===== src/inc/clk_div_bank_pkg.sv =====
// Shared constants, register layout and decode helpers for the channel clock divider bank
`default_nettype none
package clk_div_bank_pkg;
	// Register indexes; the byte address is four times the index
	localparam logic [11:0] IDX_STAGE1_COUNTS = 12'h19e;
	localparam logic [11:0] IDX_STAGE2_COUNTS = 12'h1a0;
	localparam logic [11:0] IDX_CHANNEL_CTRL = 12'h1a1;
	localparam logic [11:0] IDX_DUTY_CTRL = 12'h1a2;
	localparam logic [11:0] IDX_PRESCALER_RATIO = 12'h1e0;
	localparam logic [11:0] IDX_INPUT_CTRL = 12'h1e1;
	localparam logic [11:0] IDX_SOFT_SYNC = 12'h230;
	localparam logic [11:0] IDX_UPDATE = 12'h232;
	localparam logic [11:0] IDX_STATUS = 12'h240;
	localparam int ADDR_W = 14;
	localparam int IDX_LSB = 2;

	// Reset values
	localparam logic [7:0] RST_COUNTS = 8'h00;
	localparam logic [7:0] RST_CTRL = 8'h00;
	localparam logic [7:0] RST_RATIO = 8'h02;

	// Readable bit masks; reserved bits read as zero
	localparam logic [7:0] MASK_COUNTS = 8'hff;
	localparam logic [7:0] MASK_CHANNEL = 8'h3f;
	localparam logic [7:0] MASK_ONE_BIT = 8'h01;
	localparam logic [7:0] MASK_RATIO = 8'h07;
	localparam logic [7:0] MASK_INPUT = 8'h1f;

	// Field positions
	localparam int LOW_MSB = 7;
	localparam int LOW_LSB = 4;
	localparam int HIGH_MSB = 3;
	localparam int HIGH_LSB = 0;
	localparam int CH_BYPASS2 = 5;
	localparam int CH_BYPASS1 = 4;
	localparam int CH_NOSYNC = 3;
	localparam int CH_FORCE = 2;
	localparam int CH_START2 = 1;
	localparam int CH_START1 = 0;
	localparam int DUTY_OFF = 0;
	localparam int IN_PD_SECTION = 4;
	localparam int IN_PD_OSC_IF = 3;
	localparam int IN_PD_BOTH = 2;
	localparam int IN_SEL_OSC = 1;
	localparam int IN_BYPASS = 0;
	localparam int SOFT_SYNC_BIT = 0;
	localparam int UPDATE_BIT = 0;

	// AXI responses
	localparam logic [1:0] RESP_OKAY = 2'h0;
	localparam logic [1:0] RESP_SLVERR = 2'h2;

	// Prescaler codes at or above this value hold the output static
	localparam logic [2:0] RATIO_STATIC_MIN = 3'h5;
	localparam logic [2:0] RATIO_BASE = 3'h2;

	typedef enum logic [3:0] {
		SEL_NONE, SEL_STAGE1, SEL_STAGE2, SEL_CHANNEL, SEL_DUTY,
		SEL_RATIO, SEL_INPUT, SEL_SOFT_SYNC, SEL_UPDATE, SEL_STATUS
	} reg_sel_t;

	// Word index to register select, shared by the read and write paths
	function automatic reg_sel_t decode_index(input logic [11:0] idx);
		case (idx)
			IDX_STAGE1_COUNTS: decode_index = SEL_STAGE1;
			IDX_STAGE2_COUNTS: decode_index = SEL_STAGE2;
			IDX_CHANNEL_CTRL: decode_index = SEL_CHANNEL;
			IDX_DUTY_CTRL: decode_index = SEL_DUTY;
			IDX_PRESCALER_RATIO: decode_index = SEL_RATIO;
			IDX_INPUT_CTRL: decode_index = SEL_INPUT;
			IDX_SOFT_SYNC: decode_index = SEL_SOFT_SYNC;
			IDX_UPDATE: decode_index = SEL_UPDATE;
			IDX_STATUS: decode_index = SEL_STATUS;
			default: decode_index = SEL_NONE;
		endcase
	endfunction
endpackage
`default_nettype wire


===== src/logic/clk_div_stage.sv =====
// One divider stage with separate low and high phase lengths, start level and bypass
`timescale 1ns/1ps
`default_nettype none
module clk_div_stage (
	input wire logic clk,
	input wire logic rst_n,
	input wire logic hold,
	input wire logic bypass,
	input wire logic startHigh,
	input wire logic [3:0] lowCount,
	input wire logic [3:0] highCount,
	input wire logic inLevel,
	input wire logic inTick,
	output logic outLevel,
	output logic outTick
);
	logic [3:0] cnt_q;
	logic level_q;
	logic phaseEnd;

	// Current phase ends after its count plus one input cycles
	assign phaseEnd = inTick && (cnt_q == (level_q ? highCount : lowCount));

	// Held or bypassed logic sits idle at its start level, ready to restart
	always_ff @(posedge clk or negedge rst_n) begin
		if (!rst_n) begin
			cnt_q <= 4'h0;
			level_q <= 1'b0;
		end else if (hold || bypass) begin
			cnt_q <= 4'h0;
			level_q <= startHigh;
		end else if (phaseEnd) begin
			cnt_q <= 4'h0;
			level_q <= ~level_q;
		end else if (inTick) begin
			cnt_q <= cnt_q + 4'h1;
		end
	end

	// Bypass hands the input straight through; tick marks each rising output edge
	assign outLevel = bypass ? inLevel : level_q;
	assign outTick = bypass ? inTick : (phaseEnd && !level_q && !hold);
endmodule
`default_nettype wire


===== src/logic/clk_prescaler.sv =====
// Input prescaler: divide by two to six, static output, or bypass
`timescale 1ns/1ps
`default_nettype none
module clk_prescaler (
	input wire logic clk,
	input wire logic rst_n,
	input wire logic hold,
	input wire logic bypass,
	input wire logic [2:0] ratio,
	input wire logic inLevel,
	input wire logic inTick,
	output logic outLevel,
	output logic outTick
);
	logic [2:0] cnt_q;
	logic [2:0] cnt_d;
	logic level_q;
	logic isStatic;
	logic [2:0] divide;
	logic [2:0] highLen;
	logic wrap;

	// Code n divides by n plus two; high phase is the lower half
	assign isStatic = (ratio >= clk_div_bank_pkg::RATIO_STATIC_MIN);
	assign divide = ratio + clk_div_bank_pkg::RATIO_BASE;
	assign highLen = {1'b0, divide[2:1]};
	assign wrap = (cnt_q == divide - 3'h1);
	assign cnt_d = wrap ? 3'h0 : cnt_q + 3'h1;

	always_ff @(posedge clk or negedge rst_n) begin
		if (!rst_n) begin
			cnt_q <= 3'h0;
			level_q <= 1'b0;
		end else if (hold || isStatic || bypass) begin
			cnt_q <= 3'h0;
			level_q <= 1'b0;
		end else if (inTick) begin
			cnt_q <= cnt_d;
			level_q <= (cnt_d < highLen);
		end
	end

	// Without bypass, static codes hold the output low and stop all ticks
	assign outLevel = bypass ? inLevel : level_q;
	assign outTick = bypass ? inTick : (inTick && wrap && !hold && !isStatic);
endmodule
`default_nettype wire


===== src/logic/channel_clock_divider_bank.sv =====
// Channel clock divider bank: AXI4-Lite registers, input selection, prescaler and two stages
//
// Contract
// - Stage two stays low for low count plus one input cycles.
// - Stage two stays high for high count plus one input cycles.
// - Stage-two bypass idles that stage and passes its input through.
// - Stage-one bypass idles that stage and passes its input through.
// - Sync-ignore clear obeys chip sync; set disregards it.
// - Force bit sets output level, only with sync-ignore set.
// - Stage two starts high when its start bit is one.
// - Stage one starts high when its start bit is one.
// - Duty-cycle correction runs unless its disable bit is one.
// - Ratio codes divide by two to six; codes five to seven hold output static.
// - Input-section power-down stops input buffer, prescaler and clock tree.
// - Oscillator-interface power-down cuts the oscillator path to distribution.
// - Combined power-down stops oscillator path and external input.
// - Source bit: zero external clock, one oscillator; no bypass then.
// - Prescaler bypass routes input around it, unless oscillator selected.
// - Writes land in buffers; self-clearing update bit copies them to active.
// - Sync request holds channels static; its release restarts the dividers together.
//
// The AXI4-Lite slave port was left to the implementer.
`timescale 1ns/1ps
`default_nettype none
module channel_clock_divider_bank (
	input wire logic clk,
	input wire logic rst_n,
	// AXI4-Lite slave
	input wire logic [13:0] awaddr,
	input wire logic awvalid,
	output logic awready,
	input wire logic [31:0] wdata,
	input wire logic [3:0] wstrb,
	input wire logic wvalid,
	output logic wready,
	output logic [1:0] bresp,
	output logic bvalid,
	input wire logic bready,
	input wire logic [13:0] araddr,
	input wire logic arvalid,
	output logic arready,
	output logic [31:0] rdata,
	output logic [1:0] rresp,
	output logic rvalid,
	input wire logic rready,
	// Clock sources and chip sync, all asynchronous to clk
	input wire logic extClkIn,
	input wire logic oscClkIn,
	input wire logic syncPin_n,
	// Divided outputs and path controls
	output logic chanClkOut,
	output logic prescaleClkOut,
	output logic dutyCorrectEnable,
	output logic inputSectionPowerDown,
	output logic oscPathPowerDown,
	output logic extInputPowerDown
);
	////////////////////////////////////////////////////////////////////////////////
	// Register state
	logic [7:0] bufStage1_q, bufStage2_q, bufChannel_q, bufDuty_q, bufRatio_q, bufInput_q;
	logic [7:0] actStage1_q, actStage2_q, actChannel_q, actDuty_q, actRatio_q, actInput_q;
	logic softSync_q, updateReq_q;

	logic awHeld_q, wHeld_q;
	logic [11:0] awIdx_q;
	logic [7:0] wByte_q;
	logic wLane0_q, bvalid_q, rvalid_q, doWrite, wrLane;
	logic [1:0] bresp_q, rresp_q;
	logic [31:0] rdata_q;
	clk_div_bank_pkg::reg_sel_t wrSel, rdSel;
	logic [7:0] rdByte, statusByte;

	////////////////////////////////////////////////////////////////////////////////
	// AXI4-Lite write channel
	// Address and data taken independently, none while a response waits
	assign awready = !awHeld_q && !bvalid_q;
	assign wready = !wHeld_q && !bvalid_q;
	assign doWrite = awHeld_q && wHeld_q && !bvalid_q;
	assign wrSel = clk_div_bank_pkg::decode_index(awIdx_q);
	assign wrLane = doWrite && wLane0_q;

	always_ff @(posedge clk or negedge rst_n) begin
		if (!rst_n) begin
			awHeld_q <= 1'b0;
			awIdx_q <= 12'h000;
		end else if (awvalid && awready) begin
			awHeld_q <= 1'b1;
			awIdx_q <= awaddr[clk_div_bank_pkg::ADDR_W-1:clk_div_bank_pkg::IDX_LSB];
		end else if (doWrite) begin
			awHeld_q <= 1'b0;
		end
	end

	always_ff @(posedge clk or negedge rst_n) begin
		if (!rst_n) begin
			wHeld_q <= 1'b0;
			wByte_q <= 8'h00;
			wLane0_q <= 1'b0;
		end else if (wvalid && wready) begin
			wHeld_q <= 1'b1;
			wByte_q <= wdata[7:0];
			wLane0_q <= wstrb[0];
		end else if (doWrite) begin
			wHeld_q <= 1'b0;
		end
	end

	// Response one cycle after both halves are held; unmapped addresses get SLVERR
	always_ff @(posedge clk or negedge rst_n) begin
		if (!rst_n) begin
			bvalid_q <= 1'b0;
			bresp_q <= clk_div_bank_pkg::RESP_OKAY;
		end else if (doWrite) begin
			bvalid_q <= 1'b1;
			bresp_q <= (wrSel == clk_div_bank_pkg::SEL_NONE) ?
				clk_div_bank_pkg::RESP_SLVERR : clk_div_bank_pkg::RESP_OKAY;
		end else if (bvalid_q && bready) begin
			bvalid_q <= 1'b0;
		end
	end

	assign bvalid = bvalid_q;
	assign bresp = bresp_q;

	////////////////////////////////////////////////////////////////////////////////
	// Buffer registers and the global update
	// Software writes reach only the buffers
	always_ff @(posedge clk or negedge rst_n) begin
		if (!rst_n) begin
			bufStage1_q <= clk_div_bank_pkg::RST_COUNTS;
			bufStage2_q <= clk_div_bank_pkg::RST_COUNTS;
			bufChannel_q <= clk_div_bank_pkg::RST_CTRL;
			bufDuty_q <= clk_div_bank_pkg::RST_CTRL;
			bufRatio_q <= clk_div_bank_pkg::RST_RATIO;
			bufInput_q <= clk_div_bank_pkg::RST_CTRL;
		end else if (wrLane) begin
			case (wrSel)
				clk_div_bank_pkg::SEL_STAGE1: bufStage1_q <= wByte_q;
				clk_div_bank_pkg::SEL_STAGE2: bufStage2_q <= wByte_q;
				clk_div_bank_pkg::SEL_CHANNEL: bufChannel_q <= wByte_q & clk_div_bank_pkg::MASK_CHANNEL;
				clk_div_bank_pkg::SEL_DUTY: bufDuty_q <= wByte_q & clk_div_bank_pkg::MASK_ONE_BIT;
				clk_div_bank_pkg::SEL_RATIO: bufRatio_q <= wByte_q & clk_div_bank_pkg::MASK_RATIO;
				clk_div_bank_pkg::SEL_INPUT: bufInput_q <= wByte_q & clk_div_bank_pkg::MASK_INPUT;
				default: begin
				end
			endcase
		end
	end

	// Soft sync acts at once, so a sync can be issued without an update
	always_ff @(posedge clk or negedge rst_n) begin
		if (!rst_n) begin
			softSync_q <= 1'b0;
		end else if (wrLane && wrSel == clk_div_bank_pkg::SEL_SOFT_SYNC) begin
			softSync_q <= wByte_q[clk_div_bank_pkg::SOFT_SYNC_BIT];
		end
	end

	// Update bit is a one-cycle request; it never reads back as one
	always_ff @(posedge clk or negedge rst_n) begin
		if (!rst_n) begin
			updateReq_q <= 1'b0;
		end else begin
			updateReq_q <= wrLane && wrSel == clk_div_bank_pkg::SEL_UPDATE &&
				wByte_q[clk_div_bank_pkg::UPDATE_BIT];
		end
	end

	// All active copies change at one edge; no half-applied setup
	always_ff @(posedge clk or negedge rst_n) begin
		if (!rst_n) begin
			actStage1_q <= clk_div_bank_pkg::RST_COUNTS;
			actStage2_q <= clk_div_bank_pkg::RST_COUNTS;
			actChannel_q <= clk_div_bank_pkg::RST_CTRL;
			actDuty_q <= clk_div_bank_pkg::RST_CTRL;
			actRatio_q <= clk_div_bank_pkg::RST_RATIO;
			actInput_q <= clk_div_bank_pkg::RST_CTRL;
		end else if (updateReq_q) begin
			actStage1_q <= bufStage1_q;
			actStage2_q <= bufStage2_q;
			actChannel_q <= bufChannel_q;
			actDuty_q <= bufDuty_q;
			actRatio_q <= bufRatio_q;
			actInput_q <= bufInput_q;
		end
	end

	////////////////////////////////////////////////////////////////////////////////
	// AXI4-Lite read channel
	assign rdSel = clk_div_bank_pkg::decode_index(
		araddr[clk_div_bank_pkg::ADDR_W-1:clk_div_bank_pkg::IDX_LSB]);

	// Reads return buffer contents, so software sees what it wrote before an update
	always_comb begin
		case (rdSel)
			clk_div_bank_pkg::SEL_STAGE1: rdByte = bufStage1_q;
			clk_div_bank_pkg::SEL_STAGE2: rdByte = bufStage2_q;
			clk_div_bank_pkg::SEL_CHANNEL: rdByte = bufChannel_q;
			clk_div_bank_pkg::SEL_DUTY: rdByte = bufDuty_q;
			clk_div_bank_pkg::SEL_RATIO: rdByte = bufRatio_q;
			clk_div_bank_pkg::SEL_INPUT: rdByte = bufInput_q;
			clk_div_bank_pkg::SEL_SOFT_SYNC: rdByte = {7'h00, softSync_q};
			clk_div_bank_pkg::SEL_STATUS: rdByte = statusByte;
			default: rdByte = 8'h00;
		endcase
	end

	assign arready = !rvalid_q;

	always_ff @(posedge clk or negedge rst_n) begin
		if (!rst_n) begin
			rvalid_q <= 1'b0;
			rdata_q <= 32'h00000000;
			rresp_q <= clk_div_bank_pkg::RESP_OKAY;
		end else if (arvalid && arready) begin
			rvalid_q <= 1'b1;
			rdata_q <= {24'h000000, rdByte};
			rresp_q <= (rdSel == clk_div_bank_pkg::SEL_NONE) ?
				clk_div_bank_pkg::RESP_SLVERR : clk_div_bank_pkg::RESP_OKAY;
		end else if (rvalid_q && rready) begin
			rvalid_q <= 1'b0;
		end
	end

	assign rvalid = rvalid_q;
	assign rdata = rdata_q;
	assign rresp = rresp_q;

	////////////////////////////////////////////////////////////////////////////////
	// Pin synchronisers
	logic [2:0] extSync_q, oscSync_q, syncNSync_q;
	logic extLevel_q, oscLevel_q, syncLevel_q;

	// Three stages; a level is accepted only once the last two agree
	always_ff @(posedge clk or negedge rst_n) begin
		if (!rst_n) begin
			extSync_q <= 3'h0;
			oscSync_q <= 3'h0;
			syncNSync_q <= 3'h7;
		end else begin
			extSync_q <= {extSync_q[1:0], extClkIn};
			oscSync_q <= {oscSync_q[1:0], oscClkIn};
			syncNSync_q <= {syncNSync_q[1:0], syncPin_n};
		end
	end

	always_ff @(posedge clk or negedge rst_n) begin
		if (!rst_n) begin
			extLevel_q <= 1'b0;
			oscLevel_q <= 1'b0;
			syncLevel_q <= 1'b1;
		end else begin
			if (extSync_q[1] == extSync_q[2])
				extLevel_q <= extSync_q[2];
			if (oscSync_q[1] == oscSync_q[2])
				oscLevel_q <= oscSync_q[2];
			if (syncNSync_q[1] == syncNSync_q[2])
				syncLevel_q <= syncNSync_q[2];
		end
	end

	////////////////////////////////////////////////////////////////////////////////
	// Source selection and power-down gating
	logic pdSection, pdOscIf, pdBoth, selOsc, preBypass;
	logic extEnable, oscEnable;
	logic srcLevel, srcLevel_q, srcTick;
	logic syncActive, chanHold, nosync;

	assign pdSection = actInput_q[clk_div_bank_pkg::IN_PD_SECTION];
	assign pdOscIf = actInput_q[clk_div_bank_pkg::IN_PD_OSC_IF];
	assign pdBoth = actInput_q[clk_div_bank_pkg::IN_PD_BOTH];
	assign selOsc = actInput_q[clk_div_bank_pkg::IN_SEL_OSC];
	// Bypass is refused while the oscillator is the source
	assign preBypass = actInput_q[clk_div_bank_pkg::IN_BYPASS] && !selOsc;

	// A powered-down path delivers a steady low to the prescaler
	assign extEnable = !pdSection && !pdBoth;
	assign oscEnable = !pdSection && !pdBoth && !pdOscIf;
	assign srcLevel = selOsc ? (oscLevel_q && oscEnable) : (extLevel_q && extEnable);

	// Rising edge of the chosen source becomes the one-cycle tick for the chain
	always_ff @(posedge clk or negedge rst_n) begin
		if (!rst_n)
			srcLevel_q <= 1'b0;
		else
			srcLevel_q <= srcLevel;
	end

	assign srcTick = srcLevel && !srcLevel_q;

	// Pin is active low, the soft bit active high; either one requests a sync
	assign syncActive = !syncLevel_q || softSync_q;
	assign nosync = actChannel_q[clk_div_bank_pkg::CH_NOSYNC];
	// Holding releases together for both stages, so they restart in step
	assign chanHold = pdSection || (syncActive && !nosync);

	////////////////////////////////////////////////////////////////////////////////
	// Divider chain
	logic preLevel, preTick, st1Level, st1Tick, st2Level;

	clk_prescaler prescaler (
		.clk(clk),
		.rst_n(rst_n),
		.hold(pdSection),
		.bypass(preBypass),
		.ratio(actRatio_q[2:0]),
		.inLevel(srcLevel),
		.inTick(srcTick),
		.outLevel(preLevel),
		.outTick(preTick)
	);

	clk_div_stage stageOne (
		.clk(clk),
		.rst_n(rst_n),
		.hold(chanHold),
		.bypass(actChannel_q[clk_div_bank_pkg::CH_BYPASS1]),
		.startHigh(actChannel_q[clk_div_bank_pkg::CH_START1]),
		.lowCount(actStage1_q[clk_div_bank_pkg::LOW_MSB:clk_div_bank_pkg::LOW_LSB]),
		.highCount(actStage1_q[clk_div_bank_pkg::HIGH_MSB:clk_div_bank_pkg::HIGH_LSB]),
		.inLevel(preLevel),
		.inTick(preTick),
		.outLevel(st1Level),
		.outTick(st1Tick)
	);

	clk_div_stage stageTwo (
		.clk(clk),
		.rst_n(rst_n),
		.hold(chanHold),
		.bypass(actChannel_q[clk_div_bank_pkg::CH_BYPASS2]),
		.startHigh(actChannel_q[clk_div_bank_pkg::CH_START2]),
		.lowCount(actStage2_q[clk_div_bank_pkg::LOW_MSB:clk_div_bank_pkg::LOW_LSB]),
		.highCount(actStage2_q[clk_div_bank_pkg::HIGH_MSB:clk_div_bank_pkg::HIGH_LSB]),
		.inLevel(st1Level),
		.inTick(st1Tick),
		.outLevel(st2Level),
		.outTick()
	);

	////////////////////////////////////////////////////////////////////////////////
	// Output registers
	logic chanOut_q, preOut_q;

	// Force only applies with sync-ignore set, else the divided clock goes out
	always_ff @(posedge clk or negedge rst_n) begin
		if (!rst_n) begin
			chanOut_q <= 1'b0;
			preOut_q <= 1'b0;
		end else begin
			chanOut_q <= nosync ? actChannel_q[clk_div_bank_pkg::CH_FORCE] : st2Level;
			preOut_q <= preLevel;
		end
	end

	assign chanClkOut = chanOut_q;
	assign prescaleClkOut = preOut_q;
	// Correction itself is analog; this level turns it on or off
	assign dutyCorrectEnable = !actDuty_q[clk_div_bank_pkg::DUTY_OFF];
	assign inputSectionPowerDown = pdSection;
	assign oscPathPowerDown = !oscEnable;
	assign extInputPowerDown = !extEnable;

	// Status: live outputs, sync state and current source
	assign statusByte = {4'h0, selOsc, syncActive, preOut_q, chanOut_q};
endmodule
`default_nettype wire


===== config.mk =====
export PLATFORM = sky130hd
export DESIGN_NAME = channel_clock_divider_bank
export DESIGN_NICKNAME = d
export VERILOG_FILES = /design/src/inc/clk_div_bank_pkg.sv /design/src/logic/clk_div_stage.sv /design/src/logic/clk_prescaler.sv /design/src/logic/channel_clock_divider_bank.sv
export SDC_FILE = /design/constraint.sdc
export NUM_CORES = 1
export LEC_CHECK = 0
export ABC_AREA = 1
export BUFFER_PORTS_ARGS = -buffer_cell sky130_fd_sc_hd__buf_2
export CAP_MARGIN = 10
export CORE_UTILIZATION = 50
export DETAILED_ROUTE_END_ITERATION = 6
export HOLD_SLACK_MARGIN = 0.02
export PLACE_DENSITY = 0.73
export SYNTH_ARGS = -nofsm -noshare
export SYNTH_HDL_FRONTEND = slang
export SYNTH_SLANG_ARGS = --single-unit

===== constraint.sdc =====
create_clock -name clk -period 5.6 [get_ports clk]
set_input_delay 0.28 -clock clk [delete_from_list [all_inputs] [get_ports clk]]
set_output_delay 0.28 -clock clk [all_outputs]
set_load 0.005 [all_outputs]

## After elaboration in Yosys (flattened, before gate mapping)

Index checks and enable logic that the tools add are counted.

| cells by class | value |
|---|---|
| $add $sub $neg | 5 |
| multiply operators | 0 |
| divide/modulo/power cells | 0 |
| order comparisons | 2 |
| eq/ne operators | 40 |
| shift operators | 0 |
| multiplexer cells | 36 |
| bitwise gates (word level) | 2 |
| reduce and logical (&&, ||, !) cells | 67 |

Operators by type and width:

| cell | number |
|---|---|
| 12-bit by 9-bit equality test with 1-bit output (second input constant) | 12 |
| 12-bit by 10-bit equality test with 1-bit output (second input constant) | 6 |
| 4-bit case mux with 9 select lines | 2 |
| 8-bit case mux with 8 select lines | 1 |
| 4-bit by 3-bit equality test with 1-bit output (second input constant) | 8 |
| 4-bit 2-to-1 mux | 8 |
| 1-bit logical AND | 27 |
| 1-bit 2-to-1 mux | 20 |
| 1-bit logical NOT | 17 |
| 4-bit by 2-bit equality test with 1-bit output (second input constant) | 4 |
| 2-bit nonzero test | 7 |
| 2-bit AND reduction | 6 |
| 3-bit 2-to-1 mux | 3 |
| 4-bit by 1-bit adder with 4-bit output (second input constant) | 2 |
| 4-bit by 1-bit equality test with 1-bit output (second input constant) | 2 |
| 4-bit equality test | 2 |
| 4-bit equality test (second input constant) | 2 |
| 4-bit logical NOT | 2 |
| 1-bit logical OR | 6 |
| 3-bit nonzero test | 2 |
| 2-bit 2-to-1 mux | 2 |
| 3-bit by 1-bit adder with 3-bit output (second input constant) | 1 |
| 3-bit by 2-bit adder with 3-bit output (second input constant) | 1 |
| 1-bit equality test | 3 |
| 5 further kinds | 6 |

| storage, ports and cells | value |
|---|---|
| bits in registers | 130 |
| bits in latches | 0 |
| memory bits (writable) | 0 |
| memory bits (read-only) | 0 |
| bits of input ports | 74 |
| word-level logic and storage cells | 191 |
| memories | 0 |

## Longest topological paths before layout

Gate-level depths: netlist (run 1).

| logic depth | value |
|---|---|
| word-level depth | 17 |
| gate-level depth with buffers | 15 |
| gate-level depth less buffers | 15 |

## Cells and area by module

Synthesis (run 1) repeated with hierarchy kept, for this count alone.

| unflattened totals | value |
|---|---|
| cell total of the unflattened synthesis | 806 |
| area, all modules | 6500.0 um^2 |

Modules (own cells, without submodules):

| module | instances | cells an instance | area an instance (um^2) | sequential area each (um^2) |
|---|---|---|---|---|
| channel_clock_divider_bank | 1 | 606 | 5273.8 | 2860.2 |
| clk_div_stage | 2 | 71 | 425.4 | 125.1 |
| clk_prescaler | 1 | 58 | 375.4 | 100.1 |

## Least setup slack after synthesis (run 1)

No wires, ideal clock.

| timing path | value |
|---|---|
| path type | reg-to-reg |
| from | register actRatio_q[1] |
| to | register stageTwo.cnt_q[3] |
| setup time | 0.117 ns |
| arrival time | 1.856 ns |
| data required time | 5.483 ns |
| slack | 3.627 ns |
| cell stages (with the launch flop) | 14 |
| clock period less this slack | 1.973 ns |
| cell sequence | dfstp_2 inv_1 ha_1 inv_1 nand2_1 nand3_1 nand2_1 nand3_2 a21oi_4 nand3_4 nand2_4 nand3_1 nand2_1 nor2_1 |

| between the ends | value |
|---|---|
| word-level cells in the longest chain between the ends | 14 |
| elaborated cells on any way between the ends | 17 |

Ends and longest elaborated chain:

| element | RTL line | text |
|---|---|---|
| start: declaration | channel_clock_divider_bank.sv:61 | `logic [7:0] actStage1_q, actStage2_q, actChannel_q, actDuty_q, actRatio_q, actInput_q;` |
| start signal: assignment | channel_clock_divider_bank.sv:176 | `actRatio_q <= clk_div_bank_pkg::RST_RATIO;` |
| start signal: assignment | channel_clock_divider_bank.sv:183 | `actRatio_q <= bufRatio_q;` |
| 3-bit by 2-bit adder with 3-bit output | clk_prescaler.sv:25 | `assign divide = ratio + clk_div_bank_pkg::RATIO_BASE;` |
| 3-bit by 1-bit subtractor with 3-bit output | clk_prescaler.sv:27 | `assign wrap = (cnt_q == divide - 3'h1);` |
| 3-bit equality test | clk_prescaler.sv:27 |  |
| 1-bit logical AND (2 in a row) | clk_prescaler.sv:45 | `assign outTick = bypass ? inTick : (inTick && wrap && !hold && !isStatic);` |
| 1-bit logical AND (*) | clk_prescaler.sv:45 |  |
| 1-bit 2-to-1 mux (*) | clk_prescaler.sv:45 |  |
| 1-bit logical AND | clk_div_stage.sv:22 | `assign phaseEnd = inTick && (cnt_q == (level_q ? highCount : lowCount));` |
| 1-bit logical AND (2 in a row) | clk_div_stage.sv:42 | `assign outTick = bypass ? inTick : (phaseEnd && !level_q && !hold);` |
| 1-bit 2-to-1 mux (*) | clk_div_stage.sv:42 |  |
| 1-bit logical AND | clk_div_stage.sv:22 |  |
| 4-bit 2-to-1 mux | clk_div_stage.sv:32 | `end else if (phaseEnd) begin` |
| 4-bit 2-to-1 mux | clk_div_stage.sv:29 | `end else if (hold \|\| bypass) begin` |
| end signal: assignment | clk_div_stage.sv:36 | `cnt_q <= cnt_q + 4'h1;` |
| end: declaration | clk_div_stage.sv:17 | `logic [3:0] cnt_q;` |

Every way passes the cells marked *; elsewhere a longest branch is shown, timed or not.
A chain may end at the register's enable or synchronous reset.

## Worst setup path after layout (run 1)

Same ends and word-level chain as after synthesis.

==> results_dict.tcl, run 1 <==
set metrics [dict create \
    outcome "complete, no violations" \
    layout_min_cycle_time_ns 2.26 \
    grt_pass1_vias 4660 \
    met3_wirelength_um 570 \
    pre_cts_slack_ns 3.35 \
    switching_share 0.284 \
    worst-endpoint-required_ns 5.90 \
    share_seq_of_total_power 0.405 \
    final_layout_size_suffix_gt1_frac 0.178 \
    total_power_mw 2.87 \
    ys_top_cells_by_count "nand2_1 (164), dfrtp_1 (122), inv_1 (88)" \
    netlist_area_sq_mm 0.00622 \
    min_path_type "input port to async pin" \
    chipHeight_um 114 \
    clk-insertion-delay-late_ns 0.41 \
    top_cell_type_s_share_of_synthesized_area 0.491 \
    firstDrtPassIters 5 \
    placement.io_buffers 63 \
    setup_viol_count_final 0 \
    critPathKind "flip-flop to flip-flop" \
    synth_most_common_cell "nand2_1" \
    worst_max_slew_pin_slew_ns 0.926 \
    synth_edf_count 0 \
    detail_route.wl_per_cell_um 13.1 \
    drt_first_iter_violations 274 \
    die-area_sq_mm 0.0129 \
    final_min_period_over_clock_period 0.403 \
    power-per-cell-area_mw_per_mm2 395 \
    reg2reg_slack_ns 3.34 \
    cell_internal_pwr_mw 2.06 \
    vdd_drop_max_mv 0.285 \
    final_total_negative_setup_slack_ns 0 \
    cellLeakagePower_nw 3.71 \
    cp_data_arrival_time_ns 2.56 \
    gp_congestion 0.900 \
    finish.net_count 874 \
    antenna-diode-count 0 \
    wl_met2_um 6270 \
    starting_density_of_the_core 0.515 \
    synth.area.top_cells "dfrtp_1 (49%), nand2_1 (9.9%), inv_1 (5.3%)" \
    fp.coreArea_sq_mm 0.0121 \
    detail_placement_hpwl_um 9370 \
    die_width_um 114 \
    post_cts_resized 0 \
    cap_viol_max_count 0 \
    critPathMostFrequentCell "nand2_1" \
    grt_start_max_net_pins 76 \
    wl_met1_um 5530 \
    ant_nets 0 \
    clock-root-buffer "clkbuf_16" \
    yosys_warnings 0 \
    critical_path.reg2reg.endpoint "stageTwo.cnt_q[3]" \
    register_area_share_after_synthesis 0.516 \
    clk_pin_slew_ns 0.06 \
    cts-buffers-inserted 17 \
    r2r.worst_path.cells 13 \
    final-max-slew-violation-count 0 \
    timing.critical_path.to_type "flip-flop" \
    route.top_layer_used "met4" \
    grt_antenna_before_repair 0 \
    clock_tree_from_tritoncts "yes" \
    postSynthRegisterBits 128 \
    post_synth_num_cell_types 49 \
    drcViolationCount 0 \
    crit_path_top_delay_cell "dfstp_2" \
    placementRows 40 \
    fmax_mhz 443 \
    clockPowerShare 0.414 \
    p_sw_mw 0.816 \
    final_report_hold_violation_count 0 \
    grt_usage 0.218 \
    tritoncts_num_sinks 128 \
    timing.critical_path.fanout_max 10 \
    comb_power_share 0.181 \
    synth_cells 719 \
    area.growth.synth_to_final_pct 17.0 \
    grt_first_pass_wirelength_um 21700 \
    detailroute.via_count 4911 \
    startpoint "actRatio_q[1]" \
    yosys_most_used_dff "dfrtp_1" \
    finClkSkew_ns 0.00918 \
    avgViaCountPerCell 5.05 \
    async_flop_share 1.00 \
    synth_top_area_cell "dfrtp_1" \
    relSlewSlack 0.383 \
    postSynthAreaPerCell_sq_um 8.65 \
    fin_ws_ns 3.34 \
    detail_route.wirelength_um 12800 \
    grt_overflow_total 0 \
    critPathMaxStageDelay_ns 0.54 \
    timing.rr.start "actRatio_q[1]" \
    clock_tree.buffer_depth 2 \
    rsz_0062_raised_after_global_routing "no" \
    top_level_ports 121 \
    startpoint_type "flip-flop" \
    cp-endpoint "stageTwo.cnt_q[3]" \
    crit_path_cell_trace "inv_1 > ha_1 > inv_1 > nand2_1 > nand3_1 > nand2_1 > nand3_2 > a21oi_4 > nand3_4 > nand2_4 > nand3_1 > nand2_1 > nor2_1" \
    cts-htree-levels 4 \
]
## power groups by stage
stage / Sequential, mW / Clock, mW / Combinational, mW
2_1_floorplan: 1.14 / 0 / 0.403
3_3_place_gp: 1.17 / 0 / 0.502
3_5_place_dp: 1.17 / 0 / 0.524
4_1_cts: 1.16 / 1.21 / 0.529
5_1_grt: 1.18 / 1.26 / 0.604
6_report: 1.16 / 1.19 / 0.522
## stage by stage
stage | utilization | cell area, sq um | hold WS (ns) | cells
after floorplan | - | 6310 | -0.0156 | 744
after global placement | 0.547 | 6600 | 0.333 | 938
final | 0.603 | 7270 | 0.0161 | 973
after global routing | 0.603 | 7270 | 0.0650 | 973
after detailed placement | 0.547 | 6600 | 0.347 | 938
after CTS | 0.603 | 7270 | 0.0375 | 973
## repair_timing
action / in CTS / in global routing
hold buffers: 3 / 0
hold endpoints to repair: 3 / 0
setup buffers: 0 / 0
## how the worst min path moves through the flow
stage	from	slack, ns	endpoint	depth (start not counted)
final	rst_n	0.02	actChannel_q[5]	1
after global routing	rready	0.07	rvalid	2
after CTS	rst_n	0.04	stageTwo.cnt_q[1]	1
after detailed placement	syncNSync_q[0]	0.35	syncNSync_q[1]	0
after global placement	oscSync_q[0]	0.33	oscSync_q[1]	0
after floorplan	rst_n	-0.02	actChannel_q[0]	0
## logic make-up after synthesis
logic type                 Yosys count  synth area share
and+or+nand+nor                    303             0.217
buffers and inverters              131            0.0966
DFF                                128             0.516
AOI/OAI and AO/OA                  124             0.114
muxes                               13            0.0231
adders and majority gates           11            0.0209
xor gates and xnor gates             8            0.0113
other                                1          0.000603
## routing by layer
metal,up-vias,global-route usage
li1,2428,-
met1,2309,0.270
met2,142,0.354
met3,32,0.0489
met4,0,0.125
met5,-,0
## cell usage in the layout (no fill, tap or decap), types with 3 or more instances in the layout
master / Yosys / routed
dfrtp_1: 122 / 122
dlygate4sd3_1: 0 / 3
a21oi_1: 36 / 36
dfstp_2: 6 / 6
ha_1: 8 / 8
o21ai_1: 16 / 16
buf_2: 3 / 62
inv_1: 88 / 88
mux2_2: 11 / 11
inv_2: 3 / 3
bufinv_16: 0 / 5
nand4_1: 14 / 14
maj3_1: 3 / 3
clkbuf_16: 0 / 17
xor2_1: 7 / 7
o22ai_1: 4 / 4
nand2_4: 3 / 3
nor3_1: 6 / 6
clkinv_2: 0 / 5
nor2_1: 67 / 67
nand2_1: 164 / 164
conb_1: 1 / 26
o21ai_2: 9 / 9
o21ai_0: 45 / 45
nand3_1: 32 / 32
buf_4: 26 / 3
nor2_2: 3 / 3
## worst max-delay path, delay by kind of cell (launching register included)
kind            cells  cell delay [ns]
simple gates        9             0.84
flops               1             0.54
fa+ha+maj           1             0.37
compound gates      1             0.23
buf+inv             2             0.17
## sequential cells by signal (all words and copies together), names as in the netlist, 4 cells and up
| signal | flops |
|---|---|
| bufChannel_q | 6 |
| bufInput_q | 5 |
| rdata | 8 |
| actInput_q | 5 |
| stageOne.cnt_q | 4 |
| stageTwo.cnt_q | 4 |
| actStage2_q | 8 |
| awIdx_q | 12 |
| bufStage1_q | 8 |
| actChannel_q | 6 |
| wByte_q | 8 |
| bufStage2_q | 8 |
| actStage1_q | 8 |
## final cells by class
cell class | instances | area (sq um)
clock buffers | 21 | 460
fillers | 1028 | 4790
repair buffers | 68 | 363
inverters | 92 | 345
clock inverters | 11 | 184
well taps | 168 | 210
multi-input cells | 485 | 2500
flip-flops and latches | 128 | 3210
Note: power is estimated with default switching activity, not from simulation.
==> run 2: changes to the inputs <==
--- a/config.mk
+++ b/config.mk
@@ -11,7 +11,7 @@
 export CORE_UTILIZATION = 50
 export DETAILED_ROUTE_END_ITERATION = 6
 export HOLD_SLACK_MARGIN = 0.02
-export PLACE_DENSITY = 0.73
+export PLACE_DENSITY = 0.76
 export SYNTH_ARGS = -nofsm -noshare
 export SYNTH_HDL_FRONTEND = slang
 export SYNTH_SLANG_ARGS = --single-unit
==> constraint.sdc (replaced) <==
create_clock -name clk -period 1.8 [get_ports clk]
set_input_delay 0.09 -clock clk [delete_from_list [all_inputs] [get_ports clk]]
set_output_delay 0.09 -clock clk [all_outputs]
set_load 0.005 [all_outputs]
==> run 2 against run 1 <==
Effect of this change: the flow now finishes with violations (negative setup slack); total power rose to 3.0 times the previous value; count of clock-buffer cells in the layout rose by 3; first-iteration DRC count rose by 4.0%; non-clock buffer count rose by 49; utilization rose by 4.1 points; flip-flop and latch count did not move; final area rose by 6.7%; via count rose by 2.4%; critical path depth did not move; critical path type unchanged; largest power group is now sequential cells.
==> results_dict.tcl, run 2 (same netlist as run 1, synthesis figures left out) <==
set metrics [dict create \
    outcome "finished, violations left" \
    failed_checks "negative setup slack" \
    tritoncts_num_sinks 128 \
    final_min_period_over_clock_period 1.15 \
    area.growth.synth_to_final_pct 24.9 \
    path_delay_family "flip-flops" \
    critPathBufInv 5 \
    placement.io_buffers 63 \
    max_flop_register "awIdx_q" \
    reg2reg_slack_ns -0.26 \
    crit_path_top_delay_cell "dfstp_2" \
    largest_reg_flops 12 \
    drt_first_iter_violations 285 \
    chipHeight_um 114 \
    cp-endpoint "stageOne.cnt_q[0]" \
    clk_pin_slew_ns 0.05 \
    commonest_cells_after_routing_fill_and_taps_aside "nand2_1 (159), dfrtp_1 (122), inv_1 (84), nor2_1 (66), buf_2 (62)" \
    critPathMaxStageDelay_ns 0.56 \
    grt_pass1_vias 4887 \
    rsz_0062_raised_after_global_routing "yes" \
    layout_min_cycle_time_ns 2.06 \
    detail_route.wirelength_um 13500 \
    timing.rr.start "actRatio_q[1]" \
    worst_max_slew_pin_slew_ns 0.622 \
    startpoint_type "flip-flop" \
    final_report_hold_violation_count 0 \
    die_width_um 114 \
    cts-htree-levels 4 \
    worst-endpoint-required_ns 2.13 \
    grt_first_pass_wirelength_um 22800 \
    final_total_negative_setup_slack_ns -2.29 \
    starting_density_of_the_core 0.515 \
    clock_tree.buffer_depth 2 \
    holdWs_ns 0.0914 \
    cap_viol_max_count 0 \
    top_level_ports 121 \
    ant_nets 0 \
    multiInputGateArea_sq_mm 0.00261 \
    die-area_sq_mm 0.0129 \
    n_fill_cell 972 \
    timing.critical_path.fanout_max 4 \
    clk-insertion-delay-late_ns 0.42 \
    grt_usage 0.229 \
    final_common_cell "nand2_1" \
    final_layout_size_suffix_gt1_frac 0.213 \
    placementRows 40 \
    finish.net_count 924 \
    cellLeakagePower_nw 3.91 \
    min_path_type "input port to flip-flop" \
    avgViaCountPerCell 4.93 \
    grt_antenna_before_repair 0 \
    fp.coreArea_sq_mm 0.0121 \
    critical_path.reg2reg.endpoint "stageOne.cnt_q[0]" \
    relSlewSlack 0.584 \
    clock-root-buffer "clkbuf_16" \
    gp_congestion 0.872 \
    fmax_mhz 485 \
    startpoint "actRatio_q[1]" \
    detail_route.wl_per_cell_um 13.2 \
    grt_overflow_total 0 \
    cts-buffers-inserted 17 \
    r2r.worst_path.cells 13 \
    drcViolationCount 0 \
    power-per-cell-area_mw_per_mm2 1120 \
    crit_path_cell_trace "inv_4 > ha_4 > inv_4 > nand2_2 > nand3_2 > nand2_4 > nand3_4 > a21oi_4 > buf_4 > buf_6 > buf_6 > nand4_1 > o21ai_0" \
    cp_data_arrival_time_ns 2.39 \
    final-seq-area_sq_mm 0.00321 \
    clock_tree_from_tritoncts "yes" \
    finClkSkew_ns 0.0114 \
    critPathKind "flip-flop to flip-flop" \
    grt_start_max_net_pins 58 \
    detailroute.via_count 5030 \
    antenna-diode-count 0 \
    vdd_drop_max_mv 0.979 \
    final-max-slew-violation-count 0 \
    setup_viol_count_final 12 \
    timing.critical_path.to_type "flip-flop" \
    fin_ws_ns -0.264 \
    detail_placement_hpwl_um 9250 \
    firstDrtPassIters 5 \
    critical_path_depth 13 \
]
==> run 2: metrics by stage <==
stage / instances / worst slack, ns / power, mW / util / instance area (sq um)
2_1_floorplan: 744 / -0.109 / 4.82 / - / 6340
3_3_place_gp: 954 / -0.175 / 5.33 / 0.563 / 6790
3_5_place_dp: 954 / -0.261 / 5.39 / 0.563 / 6790
4_1_cts: 1017 / -0.195 / 8.65 / 0.637 / 7680
5_1_grt: 1021 / -0.371 / 9.22 / 0.644 / 7760
6_report: 1021 / -0.264 / 8.72 / 0.644 / 7760
==> run 2: worst reg2reg max path: stages, from the launching register on <==
cell	delay, ns
dfstp_2	0.56
inv_4	0.05
ha_4	0.29
inv_4	0.04
nand2_2	0.06
nand3_2	0.08
nand2_4	0.10
nand3_4	0.08
a21oi_4	0.23
buf_4	0.15
buf_6	0.09
buf_6	0.08
nand4_1	0.09
o21ai_0	0.09
==> run 2: power by group <==
part           internal, mW  total [mW]  switching, mW  leakage [nW]
sequential             3.30        3.62          0.320          1.65
combinational         0.754        1.93           1.17          1.99
clock                  2.01        3.17           1.15         0.272
==> run 2: worst min-delay path by stage <==
stage            start               to  slack, ns  cells past startpoint
2_1_floorplan    rst_n  actChannel_q[0]      -0.21                      0
3_3_place_gp     rst_n       srcLevel_q       0.02                      1
3_5_place_dp     rst_n       extLevel_q       0.02                      1
4_1_cts        arvalid           rvalid       0.08                      4
5_1_grt        arvalid           rvalid       0.12                      4
6_report       arvalid           rvalid       0.09                      4
==> run 2: layout make-up <==
| cell class | instances | area share |
|---|---|---|
| well taps | 168 | 0.0271 |
| inverters | 92 | 0.0451 |
| repair buffers | 117 | 0.108 |
| flip-flops and latches | 128 | 0.414 |
| clock buffers | 24 | 0.0633 |
| multi-input cells | 486 | 0.336 |
| clock inverters | 6 | 0.00741 |
==> run 2: per-layer routing <==
layer / track usage / wire length, um / vias to the layer above
met2: 0.369 / 6550 / 115
li1: - / - / 2533
met3: 0.0478 / 493 / 28
met4: 0.118 / 440 / 0
met1: 0.295 / 6010 / 2354
met5: 0 / 0 / -
==> run 2: timing repair <==
action | 4_1_cts | 5_1_grt
hold buffers | 27 | 0
gates resized for setup | 9 | 13
setup buffers | 5 | 4
pin swaps | 5 | 5
endpoints found under the hold margin | 153 | 0
setup endpoints to repair | 12 | 18
gates cloned | 1 | 0
==> run 3: changes to the inputs <==
--- a/config.mk
+++ b/config.mk
@@ -8,10 +8,13 @@
 export ABC_AREA = 1
 export BUFFER_PORTS_ARGS = -buffer_cell sky130_fd_sc_hd__buf_2
 export CAP_MARGIN = 10
+export CORE_MARGIN = 4
 export CORE_UTILIZATION = 50
 export DETAILED_ROUTE_END_ITERATION = 6
+export GPL_TIMING_DRIVEN = 0
 export HOLD_SLACK_MARGIN = 0.02
 export PLACE_DENSITY = 0.76
+export REMOVE_ABC_BUFFERS = 1
 export SYNTH_ARGS = -nofsm -noshare
 export SYNTH_HDL_FRONTEND = slang
 export SYNTH_SLANG_ARGS = --single-unit
==> run 3 against run 2 <==
Effect of this change: the run still ends with negative setup slack left; highest routed layer unchanged; via count is 1.1% higher; utilization is 0.16 points lower; critical path type unchanged; cell count is 1.3% lower; global-route usage is 2.9 points lower; first-iteration DRC count is 8.8% lower.
==> results_dict.tcl, run 3 (same netlist as run 1, synthesis figures left out) <==
set metrics [dict create \
    antenna-diode-count 0 \
    final-seq-area_sq_mm 0.00321 \
    clk-insertion-delay-late_ns 0.41 \
    relSlewSlack 0.407 \
    area.growth.synth_to_final_pct 25.1 \
    critPathKind "flip-flop to flip-flop" \
    placement.io_buffers 63 \
    timing.critical_path.fanout_max 5 \
    cts-buffers-inserted 17 \
    grt_start_max_net_pins 94 \
    die_width_um 120 \
    r2r.worst_path.cells 13 \
    place.detailed.instances 937 \
    max_flop_register "awIdx_q" \
    cp_data_arrival_time_ns 2.38 \
    final_total_negative_setup_slack_ns -2.53 \
    final_report_hold_violation_count 0 \
    grt_usage 0.200 \
    cts-htree-levels 4 \
    placementRows 40 \
    die-area_sq_mm 0.0143 \
    vdd_drop_max_mv 0.854 \
    grt_antenna_before_repair 0 \
    detail_route.wirelength_um 14100 \
    detailroute.via_count 5083 \
    fin_area_sq_mm 0.00777 \
    detail_placement_hpwl_um 9400 \
    grt_overflow_total 0 \
    largest_reg_flops 12 \
    tritoncts_num_sinks 128 \
    worst_max_slew_pin_slew_ns 0.889 \
    final_common_cell "nand2_1" \
    cap_viol_max_count 0 \
    layout_min_cycle_time_ns 2.08 \
    clock_tree.buffer_depth 2 \
    rsz_0062_raised_after_global_routing "yes" \
    chipHeight_um 120 \
    worst-endpoint-required_ns 2.11 \
    global_routing_usage_on_met1 0.265 \
    post_dp_cell_area_sq_mm 0.00662 \
    drcViolationCount 0 \
    top_level_ports 121 \
    failed_checks "negative setup slack" \
    holdWs_ns 0.148 \
    clk_pin_slew_ns 0.06 \
    gp_congestion 0.857 \
    final_layout_size_suffix_gt1_frac 0.215 \
    n_fill_cell 1008 \
    groute.layer.met3.usage 0.0429 \
    timing.critical_path.to_type "flip-flop" \
    finish.net_count 909 \
    reg2reg_slack_ns -0.28 \
    grt_first_pass_wirelength_um 22800 \
    final_min_period_over_clock_period 1.16 \
    critical_path.reg2reg.endpoint "stageTwo.cnt_q[0]" \
    final-max-slew-violation-count 0 \
    min_path_type "input port to async pin" \
    commonest_cells_after_routing_fill_and_taps_aside "nand2_1 (155), dfrtp_1 (121), inv_1 (84), nor2_1 (63), buf_2 (62)" \
    setup_viol_count_final 12 \
    power-per-cell-area_mw_per_mm2 1200 \
    fin_ws_ns -0.279 \
    detail_route.wl_per_cell_um 14.0 \
    top_usage_layer "met2" \
    multiInputGateArea_sq_mm 0.00265 \
    ant_nets 0 \
    clock-root-buffer "clkbuf_16" \
    grtUsageMet2 0.319 \
    drt_first_iter_violations 260 \
    finClkSkew_ns 0.00678 \
    avgViaCountPerCell 5.04 \
    starting_density_of_the_core 0.513 \
    fmax_mhz 481 \
    startpoint_type "flip-flop" \
    timing.rr.start "actRatio_q[1]" \
    clock_tree_from_tritoncts "yes" \
    firstDrtPassIters 5 \
    fin_cells 1008 \
    cellLeakagePower_nw 3.88 \
    outcome "finished, violations left" \
    grt_pass1_vias 4796 \
    fp.coreArea_sq_mm 0.0121 \
]
-- run 3: cell types whose count changed in the layout (fill, tap and decap cells not counted), sizes merged --
cell / change
buf: -16
bufinv: +4
clkbuf: -5
clkinv: +1
clkinvlp: +2
nand4: +1
-- run 3: what timing repair did --
action | CTS | global route
resized for setup | 16 | 22
pin swaps | 10 | 14
hold buffers | 27 | 0
gates cloned | 0 | 2
endpoints found under the hold margin | 145 | 0
buffers inserted | 6 | 4
setup endpoints to repair | 20 | 39
-- run 3: where the power goes --
part	switching, mW	leakage (nW)	total (mW)	internal (mW)
logic	1.20	1.91	1.95	0.753
clock network	1.26	0.314	3.75	2.50
registers	0.333	1.65	3.63	3.30
total	2.79	3.88	9.34	6.55
-- run 3: worst max path at each step --
stage,startpoint,to,slack [ns],cells past startpoint
floorplan,actRatio_q[1],stageTwo.cnt_q[3],-0.17,13
global route,actRatio_q[1],stageOne.cnt_q[3],-0.39,13
global placement,rst_n,awIdx_q[11],-1.02,1
detailed placement,actRatio_q[1],stageTwo.cnt_q[0],-0.45,13
finish,actRatio_q[1],stageTwo.cnt_q[0],-0.28,13
CTS,actRatio_q[1],stageOne.cnt_q[3],-0.24,13
-- run 3: critical path, cell delays in order (launching register included) --
cell	delay, ns
dfstp_2	0.57
inv_4	0.05
ha_4	0.30
inv_4	0.04
nand2_2	0.05
nand3_2	0.06
nand2_2	0.11
nand3_4	0.09
a21oi_4	0.22
nand3_4	0.16
nand2_8	0.13
o21ai_2	0.06
o21ai_1	0.09
inv_1	0.05
-- run 3: metal layers --
layer	wire length, um	vias to the layer above
li1	-	2507
met1	6240	2391
met2	6830	154
met3	683	31
met4	395	0
met5	0	-
-- run 3: per-stage QoR --
stage | total power [mW] | worst slack (ns) | util
5_1_grt | 9.80 | -0.393 | 0.642
4_1_cts | 9.21 | -0.244 | 0.631
2_1_floorplan | 4.75 | -0.173 | -
3_3_place_gp | 5.21 | -1.02 | 0.543
3_5_place_dp | 5.29 | -0.448 | 0.546
6_report | 9.34 | -0.279 | 0.642
-- run 3: area by class of cell --
| type | count | area share |
|---|---|---|
| Inverter | 92 | 0.0455 |
| Multi-Input combinational cell | 487 | 0.341 |
| Tap cell | 168 | 0.0270 |
| Clock inverter | 13 | 0.0270 |
| Timing Repair Buffer | 101 | 0.0898 |
| Clock buffer | 19 | 0.0570 |
| Sequential cell | 128 | 0.413 |
